===== config.mk =====
export PLATFORM = sky130hd
export DESIGN_NAME = epi_top
export DESIGN_NICKNAME = d
export VERILOG_FILES = /design/src/shared/epi_pkg.sv /design/src/logic/epi_top.sv
export SDC_FILE = /design/constraint.sdc
export NUM_CORES = 1
export LEC_CHECK = 0
export BUFFER_PORTS_ARGS = -buffer_cell sky130_fd_sc_hd__buf_2
export CORE_MARGIN = 1
export CORE_UTILIZATION = 51
export DETAILED_ROUTE_END_ITERATION = 8
export GPL_TIMING_DRIVEN = 0
export PLACE_DENSITY = 0.79
export SYNTH_ARGS = -nofsm -noshare
export SYNTH_HDL_FRONTEND = slang
export SYNTH_SLANG_ARGS = --single-unit

===== constraint.sdc =====
create_clock -name core_clk_i -period 1.85 [get_ports core_clk_i]
set_input_delay 0.185 -clock core_clk_i [delete_from_list [all_inputs] [get_ports core_clk_i]]
set_output_delay 0.185 -clock core_clk_i [all_outputs]
set_load 0.02 [all_outputs]

===== src/shared/epi_pkg.sv =====
// Purpose: constants and types for the external pin interrupt unit
// Assumes: 8-bit registers on a 32-bit Avalon-MM slave, one word per register
// Notes:   register byte address is four times the register index
`default_nettype none
package epi_pkg;
    localparam int unsigned ADDR_W        = 9;
    localparam int unsigned DATA_W        = 32;
    localparam int unsigned REG_W         = 8;
    localparam int unsigned PC_LINES      = 16;
    localparam int unsigned GRP_W         = 8;

    // register indices; byte address = index * 4
    localparam logic [7:0] IDX_PC_MASK_LOW  = 8'h6B;
    localparam logic [7:0] IDX_PC_MASK_HIGH = 8'h6C;
    localparam logic [7:0] IDX_SENSE_CTRL   = 8'h69;
    localparam logic [7:0] IDX_EN_MASK      = 8'h3D;
    localparam logic [7:0] IDX_FLAGS        = 8'h3C;
    localparam logic [1:0] IDX_SHIFT        = 2'h2;

    localparam logic [7:0] RST_REG          = 8'h00;

    // bit positions in enable mask and flag registers
    localparam int unsigned BIT_PC_HIGH   = 7;
    localparam int unsigned BIT_PC_LOW    = 6;
    localparam int unsigned BIT_EXT       = 0;
    localparam logic [7:0]  EN_FLAG_MASK  = 8'hC1;
    localparam logic [7:0]  SENSE_MASK    = 8'h03;

    // sense select codes
    localparam logic [1:0] SENSE_LEVEL    = 2'h0;
    localparam logic [1:0] SENSE_CHANGE   = 2'h1;
    localparam logic [1:0] SENSE_FALL     = 2'h2;
    localparam logic [1:0] SENSE_RISE     = 2'h3;

    // vector codes toward the cpu, in priority order
    localparam logic [1:0] VEC_EXT        = 2'h0;
    localparam logic [1:0] VEC_PC_LOW     = 2'h1;
    localparam logic [1:0] VEC_PC_HIGH    = 2'h2;
    localparam logic [1:0] VEC_NONE       = 2'h3;

    typedef enum logic {
        BUS_IDLE = 1'b0,
        BUS_ACK  = 1'b1
    } epi_bus_e;

    typedef struct packed {
        logic       req;
        logic [1:0] vec;
    } epi_irq_s;

    typedef struct packed {
        logic       ack;
        logic [1:0] vec;
    } epi_ack_s;
endpackage : epi_pkg
`default_nettype wire


===== src/logic/epi_top.sv =====
// Purpose: external pin and pin-change interrupt unit with Avalon-MM registers
// Assumes: pins arrive asynchronously; cpu side runs on core_clk_i
// Notes:   one wait state on every bus access; unmapped reads return zero
//
// Local design decision: register access over Avalon-MM.
`timescale 1ns/100ps
`default_nettype none
// Contract
// - events seen even when pins drive outputs
// - masked change on lines 15..8 raises high group
// - masked change on lines 7..0 raises low group
// - pin-change detection needs no io clock
// - edge detection only while io clock runs
// - low-level detection needs no io clock
// - level mode requests while pin stays low
// - sense field selects level, change, fall, rise
// - pin sampled first; longer pulses trigger, edges only while io clock runs
// - request needs global enable and source enable
// - enable bits 7, 6, 0 with own vectors
// - flag bits 7, 6, 0 set on trigger
// - flag cleared when its routine is entered
// - writing one clears flag, zero keeps it
// - flag held clear in level mode
// - high mask register, read/write, resets zero
// - low mask register, read/write, resets zero
module epi_top #(
    parameter int unsigned PC_N = epi_pkg::PC_LINES
) (
    input  wire logic                       core_clk_i,
    input  wire logic                       rst_b_i,
    input  wire logic [epi_pkg::ADDR_W-1:0] avs_address_i,
    input  wire logic                       avs_read_i,
    input  wire logic                       avs_write_i,
    input  wire logic [epi_pkg::DATA_W-1:0] avs_writedata_i,
    input  wire logic [3:0]                 avs_byteenable_i,
    output logic      [epi_pkg::DATA_W-1:0] avs_readdata_o,
    output logic                            avs_waitrequest_o,
    input  wire logic                       ext_irq_pin_i,
    input  wire logic [PC_N-1:0]            pin_change_lines_i,
    input  wire logic                       io_clk_run_i,
    input  wire logic                       global_irq_en_i,
    input  wire epi_pkg::epi_ack_s          irq_ack_i,
    output epi_pkg::epi_irq_s               irq_o,
    output logic                            wake_o
);

    // pin synchronisers; the first stage is read only by the second
    logic [PC_N:0] sync1_ff;
    logic [PC_N:0] sync2_ff;
    logic [PC_N:0] prev_ff;
    logic          ext_prev_ff;
    logic [PC_N:0] nxt_sync1;
    logic [PC_N:0] nxt_sync2;
    logic [PC_N:0] nxt_prev;
    logic          nxt_ext_prev;
    logic [2:0]    fill_ff;
    logic [2:0]    nxt_fill;
    logic          primed;

    always_comb begin
        nxt_sync1 = {ext_irq_pin_i, pin_change_lines_i};
        nxt_sync2 = sync1_ff;
        nxt_prev  = sync2_ff;
        // ones walk in behind the pin samples; the flops reset to zero, not to the pins
        nxt_fill  = {fill_ff[1:0], 1'b1};
        // edge history freezes while the io clock is halted
        nxt_ext_prev = (io_clk_run_i || !primed) ? sync2_ff[PC_N] : ext_prev_ff;
    end

    // no compare until prev holds a real sample, else a high pin fakes an edge
    assign primed = fill_ff[2];

    always_ff @(posedge core_clk_i or negedge rst_b_i) begin
        if (!rst_b_i) begin
            sync1_ff    <= '0;
            sync2_ff    <= '0;
            prev_ff     <= '0;
            ext_prev_ff <= 1'b0;
            fill_ff     <= '0;
        end else begin
            sync1_ff    <= nxt_sync1;
            sync2_ff    <= nxt_sync2;
            prev_ff     <= nxt_prev;
            ext_prev_ff <= nxt_ext_prev;
            fill_ff     <= nxt_fill;
        end
    end

    // registers
    logic [epi_pkg::REG_W-1:0] pc_mask_low_ff;
    logic [epi_pkg::REG_W-1:0] pc_mask_high_ff;
    logic [epi_pkg::REG_W-1:0] sense_ff;
    logic [epi_pkg::REG_W-1:0] en_ff;
    logic [epi_pkg::REG_W-1:0] flags_ff;
    logic [epi_pkg::REG_W-1:0] nxt_pc_mask_low;
    logic [epi_pkg::REG_W-1:0] nxt_pc_mask_high;
    logic [epi_pkg::REG_W-1:0] nxt_sense;
    logic [epi_pkg::REG_W-1:0] nxt_en;
    logic [epi_pkg::REG_W-1:0] nxt_flags;

    // bus handshake
    epi_pkg::epi_bus_e         bus_ff;
    epi_pkg::epi_bus_e         nxt_bus;
    logic [epi_pkg::DATA_W-1:0] rdata_ff;
    logic [epi_pkg::DATA_W-1:0] nxt_rdata;
    logic                      bus_req;
    logic                      wr_go;
    logic                      rd_go;
    logic [7:0]                wbyte;

    function automatic logic hit(input logic [epi_pkg::ADDR_W-1:0] a,
                                 input logic [7:0]                 i);
        hit = (a[1:0] == 2'h0) && (a[epi_pkg::ADDR_W-1:epi_pkg::IDX_SHIFT] == i[6:0]);
    endfunction

    assign bus_req           = avs_read_i | avs_write_i;
    assign avs_waitrequest_o = bus_req && (bus_ff == epi_pkg::BUS_IDLE);
    assign wr_go             = avs_write_i && (bus_ff == epi_pkg::BUS_ACK);
    assign rd_go             = avs_read_i && (bus_ff == epi_pkg::BUS_IDLE);
    assign wbyte             = avs_byteenable_i[0] ? avs_writedata_i[7:0] : 8'h00;
    assign avs_readdata_o    = rdata_ff;

    always_comb begin
        nxt_bus = bus_ff;
        unique case (bus_ff)
            epi_pkg::BUS_IDLE: begin
                if (bus_req) begin
                    nxt_bus = epi_pkg::BUS_ACK;
                end
            end
            epi_pkg::BUS_ACK: begin
                nxt_bus = epi_pkg::BUS_IDLE;
            end
        endcase
    end

    always_comb begin
        nxt_rdata = rdata_ff;
        if (rd_go) begin
            nxt_rdata = '0;
            if (hit(avs_address_i, epi_pkg::IDX_PC_MASK_LOW)) begin
                nxt_rdata[7:0] = pc_mask_low_ff;
            end else if (hit(avs_address_i, epi_pkg::IDX_PC_MASK_HIGH)) begin
                nxt_rdata[7:0] = pc_mask_high_ff;
            end else if (hit(avs_address_i, epi_pkg::IDX_SENSE_CTRL)) begin
                nxt_rdata[7:0] = sense_ff;
            end else if (hit(avs_address_i, epi_pkg::IDX_EN_MASK)) begin
                nxt_rdata[7:0] = en_ff;
            end else if (hit(avs_address_i, epi_pkg::IDX_FLAGS)) begin
                nxt_rdata[7:0] = flags_ff;
            end
        end
    end

    // detection
    logic [1:0] sense;
    logic       ext_now;
    logic       ext_rise;
    logic       ext_fall;
    logic       ext_edge_hit;
    logic       ext_level;
    logic [PC_N-1:0] pc_chg;
    logic [PC_N-1:0] pc_mask;
    logic       pc_low_hit;
    logic       pc_high_hit;

    assign sense    = sense_ff[1:0];
    assign ext_now  = sync2_ff[PC_N];
    assign ext_rise = ext_now & ~ext_prev_ff;
    assign ext_fall = ~ext_now & ext_prev_ff;
    assign ext_level = (sense == epi_pkg::SENSE_LEVEL) && !ext_now && primed;
    assign pc_mask  = {pc_mask_high_ff, pc_mask_low_ff};
    // pin change runs off the synced levels, independent of the io clock
    assign pc_chg   = (sync2_ff[PC_N-1:0] ^ prev_ff[PC_N-1:0]) & pc_mask & {PC_N{primed}};
    assign pc_low_hit  = |pc_chg[epi_pkg::GRP_W-1:0];
    assign pc_high_hit = |pc_chg[PC_N-1:epi_pkg::GRP_W];

    always_comb begin
        ext_edge_hit = 1'b0;
        unique case (sense)
            epi_pkg::SENSE_LEVEL:  ext_edge_hit = 1'b0;
            epi_pkg::SENSE_CHANGE: ext_edge_hit = ext_rise | ext_fall;
            epi_pkg::SENSE_FALL:   ext_edge_hit = ext_fall;
            epi_pkg::SENSE_RISE:   ext_edge_hit = ext_rise;
        endcase
        ext_edge_hit = ext_edge_hit & io_clk_run_i & primed;
    end

    // flags: a set in the same cycle as a clear wins
    logic [7:0] flag_set;
    logic [7:0] flag_clr;

    always_comb begin
        flag_set = 8'h00;
        flag_set[epi_pkg::BIT_EXT]     = ext_edge_hit;
        flag_set[epi_pkg::BIT_PC_LOW]  = pc_low_hit;
        flag_set[epi_pkg::BIT_PC_HIGH] = pc_high_hit;
        flag_clr = 8'h00;
        if (wr_go && hit(avs_address_i, epi_pkg::IDX_FLAGS)) begin
            flag_clr = wbyte & epi_pkg::EN_FLAG_MASK;
        end
        if (irq_ack_i.ack) begin
            unique case (irq_ack_i.vec)
                epi_pkg::VEC_EXT:     flag_clr[epi_pkg::BIT_EXT]     = 1'b1;
                epi_pkg::VEC_PC_LOW:  flag_clr[epi_pkg::BIT_PC_LOW]  = 1'b1;
                epi_pkg::VEC_PC_HIGH: flag_clr[epi_pkg::BIT_PC_HIGH] = 1'b1;
                epi_pkg::VEC_NONE:    flag_clr = flag_clr;
            endcase
        end
        nxt_flags = ((flags_ff & ~flag_clr) | flag_set) & epi_pkg::EN_FLAG_MASK;
        if (nxt_sense[1:0] == epi_pkg::SENSE_LEVEL) begin
            nxt_flags[epi_pkg::BIT_EXT] = 1'b0;
        end
    end

    always_comb begin
        nxt_pc_mask_low  = pc_mask_low_ff;
        nxt_pc_mask_high = pc_mask_high_ff;
        nxt_sense        = sense_ff;
        nxt_en           = en_ff;
        if (wr_go && avs_byteenable_i[0]) begin
            if (hit(avs_address_i, epi_pkg::IDX_PC_MASK_LOW)) begin
                nxt_pc_mask_low = wbyte;
            end
            if (hit(avs_address_i, epi_pkg::IDX_PC_MASK_HIGH)) begin
                nxt_pc_mask_high = wbyte;
            end
            if (hit(avs_address_i, epi_pkg::IDX_SENSE_CTRL)) begin
                nxt_sense = wbyte & epi_pkg::SENSE_MASK;
            end
            if (hit(avs_address_i, epi_pkg::IDX_EN_MASK)) begin
                nxt_en = wbyte & epi_pkg::EN_FLAG_MASK;
            end
        end
    end

    // request toward the cpu
    logic [2:0]        pend;
    epi_pkg::epi_irq_s nxt_irq;
    epi_pkg::epi_irq_s irq_ff;
    logic              nxt_wake;
    logic              wake_ff;

    always_comb begin
        pend[0] = en_ff[epi_pkg::BIT_EXT] &
                  (flags_ff[epi_pkg::BIT_EXT] | ext_level);
        pend[1] = en_ff[epi_pkg::BIT_PC_LOW]  & flags_ff[epi_pkg::BIT_PC_LOW];
        pend[2] = en_ff[epi_pkg::BIT_PC_HIGH] & flags_ff[epi_pkg::BIT_PC_HIGH];
        // wake ignores the global enable so a sleeping core can resume
        nxt_wake    = |pend;
        nxt_irq.req = global_irq_en_i && (|pend);
        if (pend[0]) begin
            nxt_irq.vec = epi_pkg::VEC_EXT;
        end else if (pend[1]) begin
            nxt_irq.vec = epi_pkg::VEC_PC_LOW;
        end else if (pend[2]) begin
            nxt_irq.vec = epi_pkg::VEC_PC_HIGH;
        end else begin
            nxt_irq.vec = epi_pkg::VEC_NONE;
        end
    end

    assign irq_o  = irq_ff;
    assign wake_o = wake_ff;

    always_ff @(posedge core_clk_i or negedge rst_b_i) begin
        if (!rst_b_i) begin
            bus_ff          <= epi_pkg::BUS_IDLE;
            rdata_ff        <= '0;
            pc_mask_low_ff  <= epi_pkg::RST_REG;
            pc_mask_high_ff <= epi_pkg::RST_REG;
            sense_ff        <= epi_pkg::RST_REG;
            en_ff           <= epi_pkg::RST_REG;
            flags_ff        <= epi_pkg::RST_REG;
            irq_ff          <= '{req: 1'b0, vec: epi_pkg::VEC_NONE};
            wake_ff         <= 1'b0;
        end else begin
            bus_ff          <= nxt_bus;
            rdata_ff        <= nxt_rdata;
            pc_mask_low_ff  <= nxt_pc_mask_low;
            pc_mask_high_ff <= nxt_pc_mask_high;
            sense_ff        <= nxt_sense;
            en_ff           <= nxt_en;
            flags_ff        <= nxt_flags;
            irq_ff          <= nxt_irq;
            wake_ff         <= nxt_wake;
        end
    end

    // checks
    a_level_flag_clear: assert property (
        @(posedge core_clk_i) disable iff (!rst_b_i)
        (sense == epi_pkg::SENSE_LEVEL) |-> !flags_ff[epi_pkg::BIT_EXT])
        else $error("ext flag set in level mode");

    a_level_keeps_req: assert property (
        @(posedge core_clk_i) disable iff (!rst_b_i)
        (ext_level && en_ff[epi_pkg::BIT_EXT] && global_irq_en_i)
        |=> (irq_o.req && irq_o.vec == epi_pkg::VEC_EXT))
        else $error("level low without ext request");

    a_gie_gates_req: assert property (
        @(posedge core_clk_i) disable iff (!rst_b_i)
        !global_irq_en_i |=> !irq_o.req)
        else $error("request without global enable");

    a_rise_sets_flag: assert property (
        @(posedge core_clk_i) disable iff (!rst_b_i)
        (sense == epi_pkg::SENSE_RISE && io_clk_run_i && $past(io_clk_run_i) && primed
         && $rose(ext_now))
        |=> flags_ff[epi_pkg::BIT_EXT])
        else $error("rising edge missed");

    a_no_edge_halted: assert property (
        @(posedge core_clk_i) disable iff (!rst_b_i)
        (!io_clk_run_i && !flags_ff[epi_pkg::BIT_EXT]) |=> !flags_ff[epi_pkg::BIT_EXT])
        else $error("edge flag set with io clock halted");

    a_pc_low_sets: assert property (
        @(posedge core_clk_i) disable iff (!rst_b_i)
        pc_low_hit |=> flags_ff[epi_pkg::BIT_PC_LOW])
        else $error("low group change missed");

    a_pc_high_sets: assert property (
        @(posedge core_clk_i) disable iff (!rst_b_i)
        pc_high_hit |=> flags_ff[epi_pkg::BIT_PC_HIGH])
        else $error("high group change missed");

    a_w1c_clears: assert property (
        @(posedge core_clk_i) disable iff (!rst_b_i)
        (wr_go && hit(avs_address_i, epi_pkg::IDX_FLAGS) && avs_byteenable_i[0]
         && avs_writedata_i[epi_pkg::BIT_PC_LOW] && !pc_low_hit)
        |=> !flags_ff[epi_pkg::BIT_PC_LOW])
        else $error("write one did not clear flag");

    a_ack_clears: assert property (
        @(posedge core_clk_i) disable iff (!rst_b_i)
        (irq_ack_i.ack && irq_ack_i.vec == epi_pkg::VEC_PC_HIGH && !pc_high_hit)
        |=> !flags_ff[epi_pkg::BIT_PC_HIGH])
        else $error("entry did not clear flag");

    a_prio_order: assert property (
        @(posedge core_clk_i) disable iff (!rst_b_i)
        (irq_o.req && irq_o.vec == epi_pkg::VEC_PC_HIGH) |-> !$past(pend[1]))
        else $error("high group served before low group");

    a_bus_one_wait: assert property (
        @(posedge core_clk_i) disable iff (!rst_b_i)
        avs_waitrequest_o |=> !avs_waitrequest_o)
        else $error("waitrequest longer than one cycle");

    a_fall_sets_flag: assert property (
        @(posedge core_clk_i) disable iff (!rst_b_i)
        (sense == epi_pkg::SENSE_FALL && io_clk_run_i && $past(io_clk_run_i) && primed
         && $fell(ext_now)) |=> flags_ff[epi_pkg::BIT_EXT])
        else $error("falling edge missed");

    a_req_has_vec: assert property (
        @(posedge core_clk_i) disable iff (!rst_b_i)
        irq_o.req |-> (irq_o.vec != epi_pkg::VEC_NONE))
        else $error("request without a vector");

    a_mask_low_write: assert property (
        @(posedge core_clk_i) disable iff (!rst_b_i)
        (wr_go && avs_byteenable_i[0] && hit(avs_address_i, epi_pkg::IDX_PC_MASK_LOW))
        |=> (pc_mask_low_ff == $past(avs_writedata_i[7:0])))
        else $error("low mask write lost");

    a_wake_pending: assert property (
        @(posedge core_clk_i) disable iff (!rst_b_i)
        (|pend) |=> wake_o)
        else $error("pending source without wake");

endmodule // epi_top
`default_nettype wire


# Word-level counts from Yosys, hierarchy flattened
# Index checks and enable logic that the tools add are counted.
dict set report totals {
  regBits 91
  inputBits 71
  output_inout_bits 37
  word_cells 90
}
dict set report op_classes {
  eq_ne 10
  muxes 20
  bitwise 19
  n_reduce_logical 26
}
# op n
set ops {}
lappend ops {{2-to-1 mux 8 bit} 8}
lappend ops {{AND 16 bit} 2}
lappend ops {{== test 7 bit, second input constant} 3}
lappend ops {{OR reduction 8 bit} 2}
lappend ops {{XOR 16 bit} 1}
lappend ops {{== test 7 x 6 -> 1 bit, second input constant} 2}
lappend ops {{logical AND 1 bit} 13}
lappend ops {{AND 8 bit} 1}
lappend ops {{logical NOT 2 bit} 4}
lappend ops {{2-to-1 mux 2 bit} 4}
lappend ops {{NOT 8 bit} 1}
lappend ops {{bitwise OR 8 bit} 1}
lappend ops {{AND 1 bit} 7}
lappend ops {{== test 2 bit, second input constant} 3}
lappend ops {{2-to-1 mux 1 bit} 6}
lappend ops {{AND reduction 2 bit} 3}
lappend ops {{== test 2 x 1 -> 1 bit, second input constant} 2}
lappend ops {{one-hot mux 1 bit (4 select lines)} 1}
lappend ops {{NOT 1 bit} 3}
lappend ops {{bitwise OR 1 bit} 3}
lappend ops {{OR reduction 3 bit} 1}
lappend ops {{logical NOT 1 bit} 2}
lappend ops {{one-hot mux 1 bit (2 select lines)} 1}
lappend ops {{logical OR 1 bit} 1}

# Logic depth before layout (Yosys ltp)
# Gate-level depths: netlist of run 1.
dict set report depth {
  ltp_word 10
  mapped_depth 6
  mapped_depth_nobuf 6
}

# Worst setup path after synthesis of run 1
# Ideal clock, no wire load.
dict set report synth_timing {
  kind {register to register}
  start {register bus_ff}
  end {register pc_mask_high_ff[0] (netlist name)}
  setup_time_ps 125
  t_arrival_ps 1568
  t_required_ps 1725
  path_slack_ps 157
  path_stages_with_launch 5
  path_buffers 0
  synth_period_minus_slack_ps 1693
  cell_sequence {dfrtp_1 nand3_1 nand2b_1 nor3_4 mux2_2}
}
dict set report synth_via {
  elab_chain_cells 3
}
# element line
set synth_lines {}
lappend synth_lines {{start: declaration} epi_top.sv:102} ;# epi_pkg::epi_bus_e bus_ff;
lappend synth_lines {{start signal: assignment} epi_top.sv:268} ;# bus_ff <= epi_pkg::BUS_IDLE;
lappend synth_lines {{start signal: assignment} epi_top.sv:278} ;# bus_ff <= nxt_bus;
lappend synth_lines {{logical AND 1 bit} epi_top.sv:118} ;# assign wr_go = avs_write_i && (bus_ff == epi_pkg::BUS_ACK);
lappend synth_lines {{logical AND 1 bit} epi_top.sv:221} ;# if (wr_go && avs_byteenable_i[0]) begin
lappend synth_lines {{AND reduction 2 bit (no source line)} -}
lappend synth_lines {{end signal: assignment} epi_top.sv:271} ;# pc_mask_high_ff <= epi_pkg::RST_REG;
lappend synth_lines {{end signal: assignment} epi_top.sv:281} ;# pc_mask_high_ff <= nxt_pc_mask_high;
lappend synth_lines {{end: declaration} epi_top.sv:91} ;# logic [epi_pkg::REG_W-1:0] pc_mask_high_ff;
# Every way passes these cells.
# A chain may end at the register's enable or synchronous reset.

# Final worst setup path of run 1
dict set report layout_timing {
  start {register bus_ff}
  end {register pc_mask_low_ff[7] (netlist name)}
}
dict set report layout_via {
  elab_chain_cells 3
}
# element line
set layout_lines {}
lappend layout_lines {{logical AND 1 bit} epi_top.sv:118}
lappend layout_lines {{logical AND 1 bit} epi_top.sv:221}
lappend layout_lines {{AND reduction 2 bit (no source line)} -}
lappend layout_lines {{end signal: assignment} epi_top.sv:270} ;# pc_mask_low_ff <= epi_pkg::RST_REG;
lappend layout_lines {{end signal: assignment} epi_top.sv:280} ;# pc_mask_low_ff <= nxt_pc_mask_low;
lappend layout_lines {{end: declaration} epi_top.sv:90} ;# logic [epi_pkg::REG_W-1:0] pc_mask_low_ff;
# Every way passes these cells.

==> run_results.csv, run 1 <==
group,metric,value,unit
status,status,"finished clean",
route,antenna_left,0,
global_route,grt_pass1_wl,10.19,mm
synth,yosysSeqAreaShare,63.46,%
timing,relSlewSlack,64.63,%
setup_path,required,2.09,ns
floorplanning,ios,108,
clocking,cts_tree,"yes",
power,p_leak,0.002217,uW
global_route,grt_remaining_overflow,0,
global_route,antenna_found_initial,0,
route,drt-wirelength-per-cell,12.85,um
timing,timing.hold.ws,0.02825,ns
route,drtIter0Drc,134,
global_route,grt.total_usage,18.27,%
clocking,cts_buffers,9,
setup_path,worstSetupPathType,"flip-flop to flip-flop",
synth,yosysWarnings,0,
timing,hold_violations,0,
setup_path,crit_fanout,8,
placed_design,io_buffers,55,
power,p_per_area,818.9,nW/um2
final_layout,layout-drive-gt1-share,33.95,%
synth,syn_area,3592,um2
route,route.detailed.drc,0,
final_layout,final_cell_mix,"dfrtp_1, buf_2, buf_4",
global_route,grt_max_degree,72,
synth,ys.flop_type,"dfrtp_1",
synth,synthDistinctLibCells,45,
clocking,htree_levels,3,
synth,syn_avg_cell_area,13.56,um2
timing,tightest_slew,0.5265,ns
timing,fin_worst_skew,0.01177,ns
final_layout,nNetsFinal,448,
placed_design,place_congestion,0.7921,
final_layout,fin_util,65.82,%
floorplanning,dieArea,7383,um2
route,drt-pass1-iter-count,4,
floorplanning,die_x,85.93,um
floorplanning,start_util,52.87,%
job,max_cap_violations,0,
floorplanning,die_y,85.93,um
route,routed_wl,6.116,mm
setup_path,cp-end-kind,"flip-flop",
route,vias,2263,
timing,setup_viol,0,
timing,period_share,91.82,%
clocking,clk_latency,0.35,ns
placed_design,place_hpwl,4.316,mm
final_layout,layout_commonest_cell,"dfrtp_1",
synth,ys_async_sr_fraction,100.0,%
final_layout,area_growth,24.49,%
worst_hold_path,hold_path.class,"input port to flip-flop",
clocking,cts_num_sinks,91,
synth,synth-seq-cells,91,
clocking,clk_pin_slew,0.09,ns
setup_path,cp.arrival,1.94,ns
timing,timing.fmax,0.5887,GHz
clocking,clock_path_buffers,2,
placed_design,place_area,4104,um2
clocking,ctsRootBufferMaster,"clkbuf_8",
synth,synth-edff-count,0,
synth,syn_inst,265,
global_route,grt_pass1_vias,2190,
timing,drv_slew,0,
setup_path,startpoint_type,"flip-flop",
floorplanning,rows,30,
timing,setup_tns,0,ns
route,via_per_inst,4.754,
final_layout,antenna_cells,0,
floorplanning,core,6794,um2
timing,period_needed,1.699,ns
power,peakVddDrop,0.4193,mV
timing,rsz0062_at_grt,"false",
final_layout,design_area,4472,um2
==> area by class of cell <==
type / count / area [um2]
plain buffers: 28 / 205.2
clock buffers: 11 / 131.4
clock inverters: 5 / 36.28
fillers: 507 / 2322
inverters: 5 / 18.77
multi-input cells: 164 / 1180
flip-flops and latches: 91 / 2280
well taps: 96 / 120.1
repair buffers: 76 / 500.5
==> synthesized netlist by cell type (3+ instances only) <==
master | n | area [um2]
nor4_4 | 3 | 63.81
nor2b_1 | 4 | 25.02
xor2_1 | 16 | 140.1
inv_1 | 5 | 18.77
a21oi_1 | 6 | 30.03
o21ai_0 | 6 | 30.03
dfrtp_1 | 89 | 2227
nor2_1 | 12 | 45.04
a221oi_1 | 4 | 35.03
mux2_2 | 21 | 236.5
mux2i_1 | 3 | 30.03
nand3_1 | 4 | 20.02
nand2b_1 | 7 | 43.79
nand3b_1 | 4 | 30.03
a22oi_1 | 11 | 82.58
buf_4 | 24 | 180.2
nand2_1 | 10 | 37.54
==> registers in the layout, summed over array words and instances (netlist names) <==
name	flops
avs_readdata_o	8
fill_ff	3
flags_ff	3
nxt_sync2	17
ext_prev_ff	1
irq_o	3
en_ff	3
pc_mask_low_ff	8
pc_mask_high_ff	8
bus_ff	1
prev_ff	16
sense_ff	2
wake_o	1
nxt_prev	17
==> worst max-delay path, stage by stage, from the launching register on <==
cell and delay (ns):
dfrtp_1 0.40, nand3_2 0.20, nand2b_1 0.26, nor2b_1 0.12, buf_2 0.23, mux2_2 0.36
==> stage by stage <==
stage                     worst slack, ns  std cells  power [uW]
after floorplan                    0.1570        288        2360
after global placement           -0.09188        439        2492
after detailed placement         -0.04938        440        2512
after CTS                         0.02338        476        3703
after global routing              0.01365        476        3844
final                              0.1514        476        3662
==> path summary, 6_finish.rpt <==
check                                startpoint                 to  slack [ns]  cells after the start
worst min register to register    nxt_sync2[10]       nxt_prev[10]        0.35                      0
worst max-delay path                     bus_ff  pc_mask_low_ff[7]        0.15                      5
max in group asynchronous               rst_b_i           irq_o[1]        0.96                      3
worst min-delay path            global_irq_en_i           irq_o[2]        0.03                      2
min in group asynchronous               rst_b_i       nxt_prev[10]        0.26                      2
worst max register to register           bus_ff  pc_mask_low_ff[7]        0.15                      5
==> layer usage <==
layer / share of wire, % / global-route usage [%] / up-vias
met5: 0 / 0 / -
met4: 2.7 / 11.06 / 0
met3: 3.2 / 2.310 / 12
met2: 50 / 30.23 / 65
met1: 44 / 23.05 / 1085
li1: - / - / 1101
==> repair_timing <==
action,in CTS,in global routing
setup buffers,2,0
endpoints found under the hold margin,37,0
pin swaps,1,0
setup endpoints to repair,8,16
hold buffers,18,0
gates resized for setup,0,1
==> logic make-up after synthesis <==
family	count (synthesis)	synth area share, %
flip-flops	91	63.46
AND/OR/NAND/NOR	61	11.08
AO/OA/AOI/OAI	36	7.001
buffers and inverters	33	6.235
multiplexers	24	7.419
XOR/XNOR	16	3.901
adder cells (fa/ha/maj)	2	0.6965
other	2	0.2091
==> power by group <==
| part | internal (uW) | switching [uW] | leakage [uW] |
|---|---|---|---|
| registers | 2070 | 47.5 | 0.00113 |
| clock network | 497 | 665 | 0.0000881 |
| logic | 165 | 212 | 0.000999 |
| total | 2740 | 925 | 0.00222 |
(Power assumes the default switching activity.)
==> run 2, diff against run 1 <==
- CELL_PAD_IN_SITES_DETAIL_PLACEMENT: default -> 1
- CELL_PAD_IN_SITES_GLOBAL_PLACEMENT: default -> 1
- CORE_UTILIZATION: 51 -> 40
- PLACE_DENSITY: 0.79 -> default
- PLACE_DENSITY_LB_ADDON: default -> 0.1
==> run 2 against run 1 <==
- via count is 1.2% higher
- total power is 6.0% higher
- utilization is 14 points lower
- critical endpoint is now pc_mask_low_ff[1]
==> run_results.csv, run 2 (same netlist as run 1, synthesis figures left out) <==
group,metric,value,unit
clocking,cts_num_sinks,91,
setup_path,cp-end-kind,"flip-flop",
job,max_cap_violations,0,
floorplanning,rows,34,
timing,setup_viol,0,
global_route,grt_use_met2,25.62,%
global_route,use_met1,21.82,%
global_route,grt_max_degree,54,
global_route,grt_pass1_vias,2350,
setup_path,cp_cell_sequence,"nand3_2 > nand2b_1 > nor2b_1 > buf_2 > mux2_2",
global_route,busiest_layer,"met2",
clocking,clock_path_buffers,2,
global_route,grt.total_usage,16.27,%
timing,hold_violations,0,
setup_path,required,2.09,ns
clocking,ctsRootBufferMaster,"clkbuf_8",
clocking,cts_tree,"yes",
placed_design,dp.cells,452,
setup_path,r2r_end,"pc_mask_low_ff[1]",
route,routed_wl,6.831,mm
final_layout,area_growth,26.19,%
setup_path,critPathSlowestCell,"dfrtp_1",
setup_path,cpLargestDelayFamily,"simple AND/OR/NAND/NOR gates",
global_route,antenna_found_initial,0,
floorplanning,die_x,96.77,um
timing,period_needed,1.701,ns
route,drtIter0Drc,33,
worst_hold_path,hold_path.class,"input port to flip-flop",
clocking,htree_levels,3,
setup_path,rr_startpoint,"bus_ff",
floorplanning,core,8721,um2
clocking,clk_latency,0.36,ns
worst_hold_path,hold_end,"ext_prev_ff",
route,drt-wirelength-per-cell,14.03,um
global_route,grtUsageMet3,4.191,%
setup_path,cp.arrival,1.94,ns
placed_design,io_buffers,55,
clocking,clk_pin_slew,0.09,ns
setup_path,startpoint_type,"flip-flop",
timing,relSlewSlack,65.69,%
floorplanning,dieArea,9363,um2
global_route,grt_pass1_wl,11.74,mm
clocking,cts_buffers,9,
floorplanning,die_y,96.77,um
placed_design,place_congestion,0.7713,
timing,rsz0062_at_grt,"false",
setup_path,crit_buf_inv,1,
power,p_leak,0.002230,uW
setup_path,r2r_slack,0.15,ns
floorplanning,start_util,41.19,%
status,status,"finished clean",
final_layout,antenna_cells,0,
setup_path,crit_fanout,8,
power,p_per_area,856.4,nW/um2
route,route.detailed.drc,0,
final_layout,instances_no_fill,487,
final_layout,layout_commonest_cell,"dfrtp_1",
final_layout,final_cell_mix,"dfrtp_1, buf_2, buf_4, conb_1, mux2_2",
timing,timing.fmax,0.5878,GHz
placed_design,place_hpwl,5.078,mm
final_layout,fillers,914,
timing,fin_worst_skew,0.01011,ns
setup_path,rr_worst_depth,5,
power,peakVddDrop,0.4220,mV
floorplanning,ios,108,
global_route,grt_remaining_overflow,0,
setup_path,critPathMaxStageDelay,0.40,ns
worst_hold_path,min_from,"io_clk_run_i",
final_layout,nNetsFinal,447,
setup_path,worstSetupPathType,"flip-flop to flip-flop",
timing,period_share,91.96,%
route,antenna_left,0,
route,drt-pass1-iter-count,4,
route,vias,2290,
final_layout,layout-drive-gt1-share,34.30,%
timing,tightest_slew,0.5147,ns
timing,timing.hold.ws,0.02989,ns
timing,drv_slew,0,
route,via_per_inst,4.702,
worst_hold_path,holdPathStages,2,
-- run 2: where the power goes --
group          internal [uW]  switching (uW)
Combinational            166             216
Sequential              2070            47.2
Clock                    675             704
Total                   2920             966
-- run 2: per-stage QoR --
step / instance area (um2) / utilization [%] / setup slack [ns] / power, uW / TNS, ns
after detailed placement: 4119 / 47.23 / -0.1232 / 2521 / -0.9354
after global placement: 4089 / 46.89 / -0.1915 / 2499 / -17.63
after floorplan: 3679 / - / 0.1570 / 2360 / 0
after global routing: 4533 / 51.98 / 0.03325 / 4085 / 0
final: 4533 / 51.98 / 0.1488 / 3882 / 0
after CTS: 4528 / 51.92 / 0.01488 / 3943 / 0
-- run 2: area by class of cell --
class                           instances  area (um2)  share of cell area [%]
Buffer                                 28       205.2                   4.527
Clock buffer                           10       137.6                   3.036
Clock inverter                          6       71.32                   1.573
Inverter                                5       18.77                  0.4140
Multi-Input combinational cell        164        1180                   26.03
Sequential cell                        91        2280                   50.29
Tap cell                              108       135.1                   2.981
Timing Repair Buffer                   75       505.5                   11.15
-- run 2: how the worst max path moves through the flow --
| stage | from | cells after the start | to | slack (ns) |
|---|---|---|---|---|
| 3_3_place_gp | rst_b_i | 1 | nxt_sync2[12] | -0.19 |
| 5_1_grt | bus_ff | 5 | pc_mask_low_ff[1] | 0.03 |
| 6_report | bus_ff | 5 | pc_mask_low_ff[1] | 0.15 |
| 4_1_cts | bus_ff | 5 | pc_mask_low_ff[1] | 0.01 |
| 2_1_floorplan | bus_ff | 4 | pc_mask_high_ff[0] | 0.16 |
| 3_5_place_dp | avs_address_i[3] | 5 | pc_mask_high_ff[0] | -0.12 |
-- run 2: metal layers --
layer	vias to the layer above	wire [um]
li1	1098	-
met1	1126	3096
met2	58	3336
met3	8	301
met4	0	96
met5	-	0
-- run 2: timing repair --
item	4_1_cts	5_1_grt
buffers inserted	1	0
pin swaps	1	0
hold endpoints to repair	55	0
gates cloned	0	0
hold buffers	18	0
resized for setup	0	1
setup endpoints to repair	8	16
